`src/shared/tmr_pkg.sv`:
```
// Constants, register map and types for the two-timer block
package tmr_pkg;
	localparam int CNT_W = 16;
	localparam int ADDR_W = 4;
	// Register addresses, one per 16-bit register
	localparam logic [3:0] REG_CTRL = 4'h0;
	localparam logic [3:0] REG_A_CNT = 4'h1;
	localparam logic [3:0] REG_B_CNT = 4'h2;
	localparam logic [3:0] REG_STATUS = 4'h3;
	localparam logic [3:0] REG_MASK = 4'h4;
	localparam logic [3:0] REG_A_EVT = 4'h5;
	// Control field positions
	localparam int CTRL_A_START = 0;
	localparam int CTRL_A_MODE_LO = 1;
	localparam int CTRL_A_UP = 3;
	localparam int CTRL_A_FREE = 4;
	localparam int CTRL_B_START = 5;
	localparam int CTRL_B_MODE = 6;
	localparam int CTRL_A_PWM_LOW = 8;
	// Status bits
	localparam int ST_A_REQ = 0;
	localparam int ST_B_REQ = 1;
	// Reload read values and reset values
	localparam logic [15:0] RELOAD_UNDER = 16'hffff;
	localparam logic [15:0] RELOAD_OVER = 16'h0000;
	localparam logic [15:0] CNT_RESET = 16'hffff;
	localparam logic [1:0] STAT_RESET = 2'h0;
	localparam logic [1:0] MASK_RESET = 2'h0;
	// Divider for the count source
	localparam int PRESCALE = 2;
	typedef enum logic [1:0] {
		MODE_TIMER,
		MODE_EVENT,
		MODE_ONESHOT,
		MODE_PWM
	} a_mode_t;
endpackage : tmr_pkg

```
`src/design/tmr_chan_b.sv`:
```
`timescale 1ns/100ps
// Timer B counter channel: timer or event mode, down counting
module tmr_chan_b #(
	parameter int W = 16
) (
	input wire logic clock,
	input wire logic rst_b,
	input wire logic tick,
	input wire logic evt,
	input wire logic event_mode,
	input wire logic run,
	input wire logic wr,
	input wire logic [W-1:0] wdata,
	output logic [W-1:0] value,
	output logic underflow
);
	typedef struct packed {
		logic [W-1:0] cnt;
		logic [W-1:0] reload;
		logic uf;
	} b_state_t;
	b_state_t s_q;
	b_state_t s_d;
	logic step;

	// Count source chosen by mode
	assign step = run & (event_mode ? evt : tick);

	// Live count; at reload the read shows all ones
	always_comb begin
		s_d = s_q;
		s_d.uf = 1'b0;
		if (wr) begin
			s_d.reload = wdata;
			if (!run) begin
				s_d.cnt = wdata;
			end
		end else if (step) begin
			if (s_q.cnt == '0) begin
				s_d.cnt = s_q.reload;
				s_d.uf = 1'b1;
			end else begin
				s_d.cnt = s_q.cnt - 1'b1;
			end
		end
	end

	always_ff @(posedge clock) begin
		if (!rst_b) begin
			s_q <= '{cnt: '1, reload: '1, uf: 1'b0};
		end else begin
			s_q <= s_d;
		end
	end

	assign value = s_q.uf ? tmr_pkg::RELOAD_UNDER : s_q.cnt;
	assign underflow = s_q.uf;

	a_b_halt_write: assert property (@(posedge clock) disable iff (!rst_b)
		wr && !run |=> value == $past(wdata)) else $error("timer B halted write lost");
endmodule : tmr_chan_b

```
`src/design/tmr_core.sv`:
```
// The address map and the plain strobed port were chosen for this implementation.
`timescale 1ns/100ps
// Timer A with one-shot and PWM behaviour, timer B, registers and interrupt
module tmr_core #(
	parameter int W = 16
) (
	input wire logic clock,
	input wire logic rst_b,
	input wire logic [3:0] addr,
	input wire logic [15:0] wdata,
	input wire logic wr,
	input wire logic rd,
	input wire logic a_event_pin,
	input wire logic a_trigger_pin,
	input wire logic b_event_pin,
	output logic [15:0] rdata,
	output logic timer_a_pulse_output_pin,
	output logic irq
);
	typedef struct packed {
		logic [1:0] sa_ev;
		logic [1:0] sa_tr;
		logic [1:0] sb_ev;
		logic prev_ev;
		logic prev_tr;
		logic prev_bev;
		logic [3:0] div;
		logic a_start;
		tmr_pkg::a_mode_t a_mode;
		logic a_up;
		logic a_free;
		logic b_start;
		logic b_mode;
		logic [7:0] pwm_low;
		logic [W-1:0] a_cnt;
		logic [W-1:0] a_reload;
		logic a_rl_under;
		logic a_rl_over;
		logic a_fire;
		logic a_out;
		logic [W-1:0] pwm_ph;
		logic [1:0] stat;
		logic [1:0] mask;
		logic [15:0] rdata;
		logic irq;
	} core_state_t;
	core_state_t s_q;
	core_state_t s_d;
	logic tick;
	logic a_evt;
	logic a_trig;
	logic b_evt;
	logic [W-1:0] b_val;
	logic b_uf;
	logic wr_ctrl;
	tmr_pkg::a_mode_t new_mode;
	logic a_count_mode;
	logic a_event_sel;

	// Synchronised pin edges
	assign a_evt = s_q.sa_ev[1] & ~s_q.prev_ev;
	assign a_trig = s_q.sa_tr[1] & ~s_q.prev_tr;
	assign b_evt = s_q.sb_ev[1] & ~s_q.prev_bev;
	assign tick = (s_q.div == 4'(tmr_pkg::PRESCALE - 1));
	assign wr_ctrl = wr && addr == tmr_pkg::REG_CTRL;
	assign new_mode = tmr_pkg::a_mode_t'(wdata[tmr_pkg::CTRL_A_MODE_LO +: 2]);
	assign a_count_mode = s_q.a_mode == tmr_pkg::MODE_TIMER || s_q.a_mode == tmr_pkg::MODE_EVENT;
	assign a_event_sel = s_q.a_mode == tmr_pkg::MODE_EVENT;

	tmr_chan_b #(
		.W(W)
	) tmr_chan_b_i (
		.clock(clock),
		.rst_b(rst_b),
		.tick(tick),
		.evt(b_evt),
		.event_mode(s_q.b_mode),
		.run(s_q.b_start),
		.wr(wr && addr == tmr_pkg::REG_B_CNT),
		.wdata(wdata[W-1:0]),
		.value(b_val),
		.underflow(b_uf)
	);

	// Next state of the whole block
	always_comb begin
		s_d = s_q;
		s_d.sa_ev = {s_q.sa_ev[0], a_event_pin};
		s_d.sa_tr = {s_q.sa_tr[0], a_trigger_pin};
		s_d.sb_ev = {s_q.sb_ev[0], b_event_pin};
		s_d.prev_ev = s_q.sa_ev[1];
		s_d.prev_tr = s_q.sa_tr[1];
		s_d.prev_bev = s_q.sb_ev[1];
		s_d.div = tick ? 4'h0 : s_q.div + 4'h1;
		s_d.a_rl_under = 1'b0;
		s_d.a_rl_over = 1'b0;
		// Write one clears first, so a hardware set in the same cycle wins
		if (wr && addr == tmr_pkg::REG_STATUS) begin
			s_d.stat = s_q.stat & ~wdata[1:0];
		end
		if (b_uf) begin
			s_d.stat[tmr_pkg::ST_B_REQ] = 1'b1;
		end
		// Timer A counting
		if (s_q.a_start) begin
			unique case (s_q.a_mode)
				tmr_pkg::MODE_TIMER, tmr_pkg::MODE_EVENT: begin
					if (a_event_sel ? a_evt : tick) begin
						if (a_event_sel && s_q.a_up) begin
							if (s_q.a_cnt == '1) begin
								s_d.a_cnt = s_q.a_free ? '0 : s_q.a_reload;
								s_d.a_rl_over = 1'b1;
								s_d.stat[tmr_pkg::ST_A_REQ] = 1'b1;
							end else begin
								s_d.a_cnt = s_q.a_cnt + 1'b1;
							end
						end else if (s_q.a_cnt == '0) begin
							s_d.a_cnt = s_q.a_free && a_event_sel ? '1 : s_q.a_reload;
							s_d.a_rl_under = 1'b1;
							s_d.stat[tmr_pkg::ST_A_REQ] = 1'b1;
						end else begin
							s_d.a_cnt = s_q.a_cnt - 1'b1;
						end
					end
				end
				tmr_pkg::MODE_ONESHOT: begin
					if (a_trig && !s_q.a_fire) begin
						s_d.a_fire = 1'b1;
						s_d.a_out = 1'b1;
						s_d.a_cnt = s_q.a_reload;
					end else if (s_q.a_fire && tick) begin
						if (s_q.a_cnt == '0) begin
							s_d.a_fire = 1'b0;
							s_d.a_out = 1'b0;
							s_d.a_cnt = s_q.a_reload;
							s_d.stat[tmr_pkg::ST_A_REQ] = 1'b1;
						end else begin
							s_d.a_cnt = s_q.a_cnt - 1'b1;
						end
					end
				end
				tmr_pkg::MODE_PWM: begin
					// High phase uses the reload, low phase the separate width
					if (tick) begin
						if (s_q.pwm_ph == '0) begin
							s_d.a_out = ~s_q.a_out;
							s_d.pwm_ph = s_q.a_out ? W'(s_q.pwm_low) : s_q.a_reload;
							if (s_q.a_out) begin
								s_d.stat[tmr_pkg::ST_A_REQ] = 1'b1;
							end
						end else begin
							s_d.pwm_ph = s_q.pwm_ph - 1'b1;
						end
					end
				end
			endcase
		end
		// Register writes
		if (wr) begin
			unique case (addr)
				tmr_pkg::REG_CTRL: begin
					s_d.a_start = wdata[tmr_pkg::CTRL_A_START];
					s_d.a_mode = new_mode;
					s_d.a_up = wdata[tmr_pkg::CTRL_A_UP];
					s_d.a_free = wdata[tmr_pkg::CTRL_A_FREE];
					s_d.b_start = wdata[tmr_pkg::CTRL_B_START];
					s_d.b_mode = wdata[tmr_pkg::CTRL_B_MODE];
					s_d.pwm_low = wdata[tmr_pkg::CTRL_A_PWM_LOW +: 8];
					// Spurious request on entering one-shot or PWM from a counting mode
					if ((new_mode == tmr_pkg::MODE_ONESHOT || new_mode == tmr_pkg::MODE_PWM)
							&& a_count_mode) begin
						s_d.stat[tmr_pkg::ST_A_REQ] = 1'b1;
					end
					if (s_q.a_start && !wdata[tmr_pkg::CTRL_A_START]) begin
						if (s_q.a_mode == tmr_pkg::MODE_ONESHOT) begin
							// Also cancels a trigger caught in this same cycle
							s_d.a_fire = 1'b0;
							s_d.a_cnt = s_q.a_reload;
							s_d.a_out = 1'b0;
							if (s_q.a_fire) begin
								s_d.stat[tmr_pkg::ST_A_REQ] = 1'b1;
							end
						end else if (s_q.a_mode == tmr_pkg::MODE_PWM) begin
							// Pin ends low; a toggle due now must not lift it
							s_d.a_out = 1'b0;
							if (s_q.a_out) begin
								s_d.stat[tmr_pkg::ST_A_REQ] = 1'b1;
							end
						end
						s_d.pwm_ph = '0;
					end
				end
				tmr_pkg::REG_A_CNT: begin
					s_d.a_reload = wdata[W-1:0];
					if (!s_q.a_start) begin
						s_d.a_cnt = wdata[W-1:0];
					end
				end
				tmr_pkg::REG_STATUS: begin
					// Cleared ahead of the hardware sets above
				end
				tmr_pkg::REG_MASK: begin
					s_d.mask = wdata[1:0];
				end
				default: begin
				end
			endcase
		end
		// Read data one cycle later
		s_d.rdata = 16'h0000;
		if (rd) begin
			unique case (addr)
				tmr_pkg::REG_CTRL: begin
					s_d.rdata = {s_q.pwm_low, 1'b0, s_q.b_mode, s_q.b_start, s_q.a_free,
						s_q.a_up, s_q.a_mode, s_q.a_start};
				end
				tmr_pkg::REG_A_CNT: begin
					if (s_q.a_rl_under) begin
						s_d.rdata = tmr_pkg::RELOAD_UNDER;
					end else if (s_q.a_rl_over) begin
						s_d.rdata = tmr_pkg::RELOAD_OVER;
					end else begin
						s_d.rdata = s_q.a_cnt;
					end
				end
				tmr_pkg::REG_B_CNT: s_d.rdata = b_val;
				tmr_pkg::REG_STATUS: s_d.rdata = {14'h0000, s_q.stat};
				tmr_pkg::REG_MASK: s_d.rdata = {14'h0000, s_q.mask};
				tmr_pkg::REG_A_EVT: s_d.rdata = {13'h0000, s_q.a_fire, s_q.a_out, s_q.a_start};
				default: s_d.rdata = 16'h0000;
			endcase
		end
		s_d.irq = |(s_d.stat & s_d.mask);
	end

	// Single state register; reset values are constants only
	always_ff @(posedge clock) begin
		if (!rst_b) begin
			s_q <= '0;
			s_q.a_cnt <= tmr_pkg::CNT_RESET;
			s_q.a_reload <= tmr_pkg::CNT_RESET;
			s_q.stat <= tmr_pkg::STAT_RESET;
			s_q.mask <= tmr_pkg::MASK_RESET;
		end else begin
			s_q <= s_d;
		end
	end

	assign rdata = s_q.rdata;
	assign timer_a_pulse_output_pin = s_q.a_out;
	assign irq = s_q.irq;

	a_oneshot_abort: assert property (@(posedge clock) disable iff (!rst_b)
		wr_ctrl && !wdata[0] && s_q.a_start && s_q.a_fire && s_q.a_mode == tmr_pkg::MODE_ONESHOT
		|=> !timer_a_pulse_output_pin && s_q.stat[0] && s_q.a_cnt == $past(s_q.a_reload))
		else $error("one-shot abort wrong");
	a_pwm_low_stop: assert property (@(posedge clock) disable iff (!rst_b)
		wr_ctrl && !wdata[0] && s_q.a_start && !s_q.a_out && s_q.a_mode == tmr_pkg::MODE_PWM
		&& !s_q.stat[0] |=> !timer_a_pulse_output_pin && !s_q.stat[0])
		else $error("PWM low stop changed state");
	a_pwm_high_stop: assert property (@(posedge clock) disable iff (!rst_b)
		wr_ctrl && !wdata[0] && s_q.a_start && s_q.a_out && s_q.a_mode == tmr_pkg::MODE_PWM
		|=> !timer_a_pulse_output_pin && s_q.stat[0]) else $error("PWM high stop wrong");
	a_mode_req: assert property (@(posedge clock) disable iff (!rst_b)
		wr_ctrl && a_count_mode && new_mode == tmr_pkg::MODE_ONESHOT |=> s_q.stat[0])
		else $error("mode change request missing");
	a_read_live: assert property (@(posedge clock) disable iff (!rst_b)
		rd && addr == tmr_pkg::REG_A_CNT && !s_q.a_rl_under && !s_q.a_rl_over
		|=> rdata == $past(s_q.a_cnt)) else $error("live read wrong");
	a_read_reload: assert property (@(posedge clock) disable iff (!rst_b)
		rd && addr == tmr_pkg::REG_A_CNT && s_q.a_rl_under |=> rdata == 16'hffff)
		else $error("reload read wrong");
	a_halt_write: assert property (@(posedge clock) disable iff (!rst_b)
		wr && addr == tmr_pkg::REG_A_CNT && !s_q.a_start ##1 rd && addr == tmr_pkg::REG_A_CNT
		&& !s_q.a_start |=> rdata == $past(wdata, 2)) else $error("halted write read wrong");
	a_irq_level: assert property (@(posedge clock) disable iff (!rst_b)
		##1 irq == |$past(s_d.stat & s_d.mask)) else $error("irq mismatch");
endmodule : tmr_core

```
`config.mk`:
```
export PLATFORM = sky130hd
export DESIGN_NAME = tmr_core
export DESIGN_NICKNAME = d
export VERILOG_FILES = /design/src/shared/tmr_pkg.sv /design/src/design/tmr_chan_b.sv /design/src/design/tmr_core.sv
export SDC_FILE = /design/constraint.sdc
export NUM_CORES = 1
export LEC_CHECK = 0
export BUFFER_PORTS_ARGS = -buffer_cell sky130_fd_sc_hd__buf_2
export CORE_UTILIZATION = 45
export DETAILED_ROUTE_END_ITERATION = 6
export SYNTH_ARGS = -nofsm -noshare
export SYNTH_HDL_FRONTEND = slang
export SYNTH_SLANG_ARGS = --single-unit
```
`constraint.sdc`:
```
create_clock -name clock -period 6.84 [get_ports clock]
set_input_delay 0.684 -clock clock [delete_from_list [all_inputs] [get_ports clock]]
set_output_delay 0.684 -clock clock [all_outputs]
set_load 0.01 [all_outputs]
```
==> results of run 1 <==
-- per-stage QoR --
| step | setup slack [ns] | std cells | hold slack [ns] |
|---|---|---|---|
| 6_report | 3.64 | 1421 | 0.436 |
| 5_1_grt | 3.43 | 1420 | 0.452 |
| 2_1_floorplan | 4.26 | 1208 | 0.412 |
| 3_3_place_gp | 3.59 | 1390 | 0.413 |
| 3_5_place_dp | 3.48 | 1390 | 0.420 |
| 4_1_cts | 3.79 | 1420 | 0.438 |
-- sequential cells by signal, summed over array words and instances, names as in the netlist --
signal	count
irq	1
s_d	6
rdata	16
s_q	77
tmr_chan_b_i.s_q	32
tmr_chan_b_i.underflow	1
timer_a_pulse_output_pin	1
-- Yosys cell counts, types with 14 or more instances --
cell	n
a211oi_1	14
a21oi_1	110
a31oi_1	17
and2_1	16
buf_2	17
buf_4	16
clkbuf_1	72
dfxtp_1	134
inv_1	32
mux2i_1	15
nand2_1	173
nand3_1	50
nor2_1	99
nor3_1	43
nor4_1	15
o211ai_1	31
o21ai_0	110
xnor2_1	25
-- cell type report --
type                            count  area share
Inverter                           33      0.0133
Clock inverter                     10      0.0105
Multi-Input combinational cell    928       0.570
Tap cell                          234      0.0314
Timing Repair Buffer               61      0.0373
Sequential cell                   134       0.288
Clock buffer                       20      0.0490
Antenna cell                        1    0.000269
-- metal layers --
| metal | track usage | part of all wire | wire length (um) |
|---|---|---|---|
| met2 | 0.505 | 0.44 | 14200 |
| met4 | 0.175 | 0.049 | 1600 |
| met5 | 0 | 0 | 0 |
| met1 | 0.448 | 0.42 | 13800 |
| met3 | 0.0721 | 0.095 | 3110 |
-- final timing paths --
kind,cells past startpoint,endpoint,slack (ns)
setup reg to reg,8,s_q[60],3.64
setup / recovery,8,s_q[60],3.64
hold reg to reg,1,s_d[92],0.44
hold / removal,1,s_d[92],0.44
-- worst register-to-register path, stage by stage (launching register included) --
cell      delay, ns
dfxtp_1        0.49
inv_1          0.28
ha_1           0.20
nor4b_1        0.40
and3_1         0.27
nand2_1        0.46
o311ai_0       0.55
o211ai_1       0.16
a211o_1        0.27
-- kinds of logic after synthesis --
family / synth area share
buf+inv: 0.0730
compound gates: 0.292
mux: 0.0187
fa+ha+maj: 0.0131
flops: 0.311
simple gates: 0.262
xor+xnor: 0.0295
-- placed cells by master (no fill, tap or decap), drive strengths merged, types with 8 or more instances in the layout --
| cell | synthesis | routed |
|---|---|---|
| dfxtp | 134 | 134 |
| clkbuf | 72 | 20 |
| o21ai | 112 | 112 |
| or3 | 11 | 11 |
| a211oi | 14 | 14 |
| buf | 41 | 61 |
| a31oi | 17 | 17 |
| o2111ai | 8 | 8 |
| o31ai | 8 | 8 |
| nand2 | 173 | 173 |
| a21oi | 110 | 110 |
| nor4 | 19 | 19 |
| a221o | 9 | 9 |
| nand3 | 51 | 51 |
| xnor2 | 25 | 25 |
| and2 | 18 | 18 |
| o221ai | 8 | 8 |
| a22oi | 11 | 11 |
| ha | 9 | 9 |
| o211ai | 31 | 31 |
| mux2i | 15 | 15 |
| nand4 | 11 | 11 |
| nor2 | 100 | 100 |
| inv | 33 | 37 |
| nor2b | 9 | 9 |
| o22ai | 11 | 11 |
| nor3 | 43 | 43 |
-- power breakdown --
group / switching [uW] / internal [uW] / total, uW
Combinational: 159 / 69.5 / 228
Sequential: 20.8 / 794 / 815
Clock: 367 / 518 / 885
==> out/qor.yml, run 1 <==
ctsHoldBuffers: 0
die_height_um: 140
die_w_um: 140
hold_class: "flip-flop to flip-flop"
ys_types: 74
dpl.hpwl_um: 22700
rows: 50
syn_to_final_growth_pct: 8.13
critical_path_class: "flip-flop to flip-flop"
htree_levels: 4
crit_start: "s_q[57]"
finalMaxSlewViolations: 0
ant_nets: 0
coreArea_sq_um: 18800
fin_crit_ns: 3.20
postSynthCellCount: 1208
finalPower_uw: 1930
placed_area_sq_um: 8760
grt_pass1_wl_um: 50200
clock-sinks: 134
ir_worst_vdd_mv: 0.179
num-nets-final: 1211
grt_overflow: 0
fin_setup_tns_ns: 0
synth_top_area_cell: "dfxtp_1"
wire_per_inst_um: 23.0
drive_above_1_share: 0.0919
powerDensity_nw_per_um2: 207
endpoint_kind: "flip-flop"
synth_edf_count: 0
cts_setup_buffers: 0
critPathRequiredTime_ns: 7.16
synth.yosys.seq_area_share: 0.311
critPathTopFamily: "simple AND/OR/NAND/NOR gates"
clkTransAtPathRegs_ns: 0.06
rsz0062_at_grt: "no"
via_count: 9364
slew_headroom: 0.183
gp_congestion: 1.03
path_max_fanout: 17
async_flop_share: 0
worstPathCellList: "inv_1 > ha_1 > nor4b_1 > and3_1 > nand2_1 > o311ai_0 > o211ai_1 > a211o_1"
cts_resized: 0
synth_area_leaders: "dfxtp_1, nand2_1, a21oi_1"
avgSynthCellArea_sq_um: 7.13
dieArea_sq_um: 19700
synth_nets: 1244
reg2reg_from: "s_q[57]"
drtIter0Drc: 1067
synthFlopType: "dfxtp_1"
port_buffers: 44
critPathBufInv: 1
grtUsageTotal: 0.335
initial_utilization: 0.459
tightestPinTransition_ns: 1.22
fin_skew_ns: 0.0124
cts_made_buffers: 17
root_buffer: "clkbuf_16"
drv_cap: 0
arrival_ns: 3.52
antenna_found_initial: 1
ys_ff_latch: 134
register_area_sq_um: 2680
leakagePower_uw: 0.00345
final_area_sq_um: 9320
cts_tree: "yes"
wl_um: 32700
max_freq_ghz: 0.312
syn_area_sq_um: 8620
slowest_stage: "o311ai_0"
period_share: 0.468
status: "finished, final reports clean"
timing_hold_violations_final: 0
synth.top_cell.area_share: 0.311
grt_pass1_vias: 8385
multiInputGateArea_sq_um: 5310
drc: 0
fillers: 1894
grt_max_degree: 55
critPathMaxStageDelay_ns: 0.54
ys_warn_count: 0
drt-pass1-iter-count: 6
cts_buffer_depth: 2
viasPerCell: 6.59
startpoint_type: "flip-flop"
clock_latency_ns: 0.43
worstHoldStart: "s_d[96]"
finalSetupViolCount: 0
io_pins: 45
fin_util: 0.496
Note: power is estimated with default switching activity, not from simulation.
==> run 2: changes to the inputs <==
Clock period 6.84 ns to 3.25 ns, I/O delays scaled along.
==> out/qor.yml, run 2 (synthesized netlist as in run 1, its figures left out) <==
root_buffer: "clkbuf_16"
cts_resized: 0
rr_worst_depth: 9
cts_tree: "yes"
grtUsageTotal: 0.351
max_freq_ghz: 0.365
ir_worst_vdd_mv: 0.343
via_count: 9599
slowest_stage: "or3b_2"
endpoint_kind: "flip-flop"
path_max_fanout: 13
critPathRequiredTime_ns: 3.59
rows: 50
port_buffers: 44
ctsHoldBuffers: 0
wl_um: 34000
grt_max_degree: 53
num-nets-final: 1251
cts_made_buffers: 17
startpoint_type: "flip-flop"
critPathBufInv: 1
dpl.hpwl_um: 24200
initial_utilization: 0.459
tightestPinTransition_ns: 1.19
grt_pass1_vias: 8684
clock-sinks: 134
grt_overflow: 0
fin_skew_ns: 0.0109
syn_to_final_growth_pct: 12.4
die_w_um: 140
clock_latency_ns: 0.43
arrival_ns: 3.08
drv_cap: 0
critPathMaxStageDelay_ns: 0.63
dp.cells: 1430
clkTransAtPathRegs_ns: 0.07
fin_crit_ns: 2.74
dieArea_sq_um: 19700
finalSetupViolCount: 0
cp_num_cells: 9
viasPerCell: 6.57
antenna_found_initial: 0
final_cell_mix: "nand2_1, dfxtp_1, a21oi_1, o21ai_0, nor2_1"
drive_above_1_share: 0.124
critPathTopFamily: "simple AND/OR/NAND/NOR gates"
largest_register_ffs: 77
drt-pass1-iter-count: 7
period_share: 0.843
holdWs_ns: 0.0957
top_register: "s_q"
powerDensity_nw_per_um2: 435
grt_pass1_wl_um: 52500
diodes: 0
cts_buffer_depth: 2
drtIter0Drc: 1054
leakagePower_uw: 0.00367
die_height_um: 140
worstPathCellList: "ha_1 > or3b_2 > o21ai_0 > buf_12 > o21a_1 > nor2_1 > nor4_1 > a22oi_1 > o2111ai_1"
drc: 2
io_pins: 45
cts_setup_buffers: 0
violations: "design-rule violations"
mostFrequentLayoutCell: "nand2_1"
rsz0062_at_grt: "no"
fin_setup_tns_ns: 0
wire_per_inst_um: 23.3
finalMaxSlewViolations: 0
coreArea_sq_um: 18800
fin_util: 0.516
gp_congestion: 1.01
hold_class: "input port to flip-flop"
fin_cells: 1462
whs_path_depth: 2
slew_headroom: 0.200
timing_hold_violations_final: 0
ant_nets: 0
status: "finished, violations left"
critical_path_class: "flip-flop to flip-flop"
htree_levels: 4
run 2: cell types whose count changed in the layout (fill, tap and decap cells not counted):
cell / change
buf_12: +2
buf_4: +38
clkbuf_1: -1
clkbuf_8: -1
clkinv_2: -2
clkinv_4: +2
clkinv_8: +1
clkinvlp_4: -1
diode_2: -1
inv_8: +4
run 2: final timing paths:
kind	end	slack (ns)	from
min	s_d[100]	0.1	a_event_pin
min reg2reg	s_d[93]	0.44	s_d[98]
max reg2reg	s_q[70]	0.51	s_q[88]
max	s_q[70]	0.51	s_q[88]
run 2: layer usage:
layer  vias up  routed length (um)  GRT usage
met5         -                   0          0
met3       123                3400     0.0629
li1       4400                   -          -
met1      4470               14300      0.477
met4         0                1550      0.176
met2       606               14800      0.532
run 2: power by group:
| group | switching [uW] | internal (uW) | total, uW |
|---|---|---|---|
| clock network | 865 | 1110 | 1980 |
| logic | 351 | 177 | 528 |
| registers | 38.4 | 1670 | 1710 |
| total | 1250 | 2960 | 4210 |
run 2: layout make-up:
class                   count  area [sq um]
clock buffers              18           439
clock inverters            14           159
fillers                  1858          9080
inverters                  33           124
multi-input cells         928          5310
flip-flops and latches    134          2680
well taps                 234           293
repair buffers            101           673
run 2: per-stage QoR:
stage	worst slack [ns]	total power [uW]	cell area [sq um]
floorplan	0.871	2040	8620
global placement	0.625	2260	9090
detailed placement	0.570	2250	9090
CTS	0.554	4230	9680
global route	0.261	4330	9680
finish	0.512	4210	9680
==> run 3: changes to the inputs <==
Clock period 3.25 ns to 2.3 ns, I/O delays scaled along.
==> out/qor.yml, run 3 (synthesized netlist as in run 1, its figures left out) <==
placed_area_sq_um: 9960
grt_pass1_vias: 9439
diodes: 0
critical_path_class: "flip-flop to flip-flop"
drive_above_1_share: 0.242
final_cell_mix: "nand2_1, buf_4, dfxtp_1"
drv_cap: 0
critPathRequiredTime_ns: 2.67
whs_path_depth: 3
root_buffer: "clkbuf_16"
r2r_setup_slack_ns: -0.009
dpl.hpwl_um: 26500
slew_headroom: 0.454
violations: "negative setup slack"
coreArea_sq_um: 18800
dieArea_sq_um: 19700
gp_congestion: 1.01
rr_worst_depth: 8
fin_setup_tns_ns: -0.00883
die_height_um: 140
ir_worst_vdd_mv: 0.496
finalSetupViolCount: 1
fillers: 1783
clock-sinks: 134
largest_register_ffs: 77
hold_class: "input port to flip-flop"
cts_made_buffers: 17
antenna_found_initial: 1
leakagePower_uw: 0.00437
startpoint_type: "flip-flop"
grt_max_degree: 53
htree_levels: 4
clkTransAtPathRegs_ns: 0.07
num-nets-final: 1371
cts_buffer_depth: 2
layout_setup_ws_ns: -0.00883
io_pins: 45
grt_overflow: 0
multiInputGateArea_sq_um: 5600
max_freq_ghz: 0.433
die_w_um: 140
reg2reg_from: "s_q[21]"
finalPower_uw: 6140
wire_per_inst_um: 23.0
rsz0062_at_grt: "yes"
slowest_stage: "or4_4"
powerDensity_nw_per_um2: 558
wl_um: 36400
fin_skew_ns: 0.0118
finalMaxSlewViolations: 0
syn_to_final_growth_pct: 27.6
status: "finished, violations left"
port_buffers: 44
register_area_sq_um: 2690
endpoint_kind: "flip-flop"
viasPerCell: 6.46
cts_tree: "yes"
mostFrequentLayoutCell: "nand2_1"
ant_nets: 0
critPathMaxStageDelay_ns: 0.52
via_count: 10200
reg2reg_to: "timer_a_pulse_output_pin"
fin_util: 0.586
drtIter0Drc: 1155
grt_pass1_wl_um: 55000
hold_end: "s_q[81]"
top_register: "s_q"
fin_crit_ns: 2.31
arrival_ns: 2.67
initial_utilization: 0.459
drt-pass1-iter-count: 6
final_area_sq_um: 11000
worstHoldStart: "wdata[6]"
grtUsageTotal: 0.369
clock_latency_ns: 0.43
timing_hold_violations_final: 0
period_share: 1.00
drc: 0
worstPathCellList: "inv_2 > ha_4 > or3b_4 > or4_4 > or3_4 > a32oi_2 > o2111ai_1 > a21oi_1"
rows: 50
tightestPinTransition_ns: 0.813
path_max_fanout: 2
## run 3: worst max-delay path by stage
| stage | endpoint | depth (start not counted) | start |
|---|---|---|---|
| 2_1_floorplan | timer_a_pulse_output_pin | 9 | s_q[21] |
| 3_3_place_gp | s_q[32] | 9 | s_q[21] |
| 3_5_place_dp | s_q[32] | 9 | s_q[21] |
| 4_1_cts | timer_a_pulse_output_pin | 8 | s_q[21] |
| 5_1_grt | timer_a_pulse_output_pin | 9 | s_q[22] |
| 6_report | timer_a_pulse_output_pin | 8 | s_q[21] |
## run 3: through the flow
stage          hold WS [ns]  std cells  setup WS [ns]
6_report             0.0945       1582       -0.00883
2_1_floorplan         0.341       1208        0.00607
4_1_cts              0.0901       1575       -0.00569
3_5_place_dp          0.419       1539         -0.149
5_1_grt               0.106       1582         -0.109
3_3_place_gp          0.416       1539         -0.143
## run 3: critical path, delay by kind of cell, from the launching register on
family	cells	cell delay (ns)
flip-flops	1	0.32
buffers and inverters	1	0.07
AO/OA/AOI/OAI	3	0.48
adder cells (fa/ha/maj)	1	0.13
AND/OR/NAND/NOR	3	1.25
## run 3: timing repair
action,CTS,global route
setup endpoints to repair,28,40
hold buffers,3,0
pin swaps,0,10
endpoints found under the hold margin,3,0
gates cloned,0,2
buffers inserted,1,6
gates resized for setup,12,73
## run 3: routing by layer
layer | track usage | vias up | routed length (um)
met1 | 0.481 | 4793 | 14900
met2 | 0.559 | 651 | 15800
li1 | - | 4636 | -
met5 | 0 | - | 15
met4 | 0.204 | 2 | 1850
met3 | 0.0892 | 142 | 3870
## run 3: area by class of cell
| cell class | instances | area share |
|---|---|---|
| multi-input cells | 928 | 0.509 |
| flip-flops and latches | 134 | 0.245 |
| clock inverters | 15 | 0.0148 |
| repair buffers | 221 | 0.155 |
| inverters | 33 | 0.0113 |
| clock buffers | 17 | 0.0387 |
| well taps | 234 | 0.0266 |
## run 3: power breakdown
part | switching, uW | internal (uW)
Combinational | 559 | 385
Sequential | 48.7 | 2360
Clock | 1250 | 1540
Total | 1860 | 4290
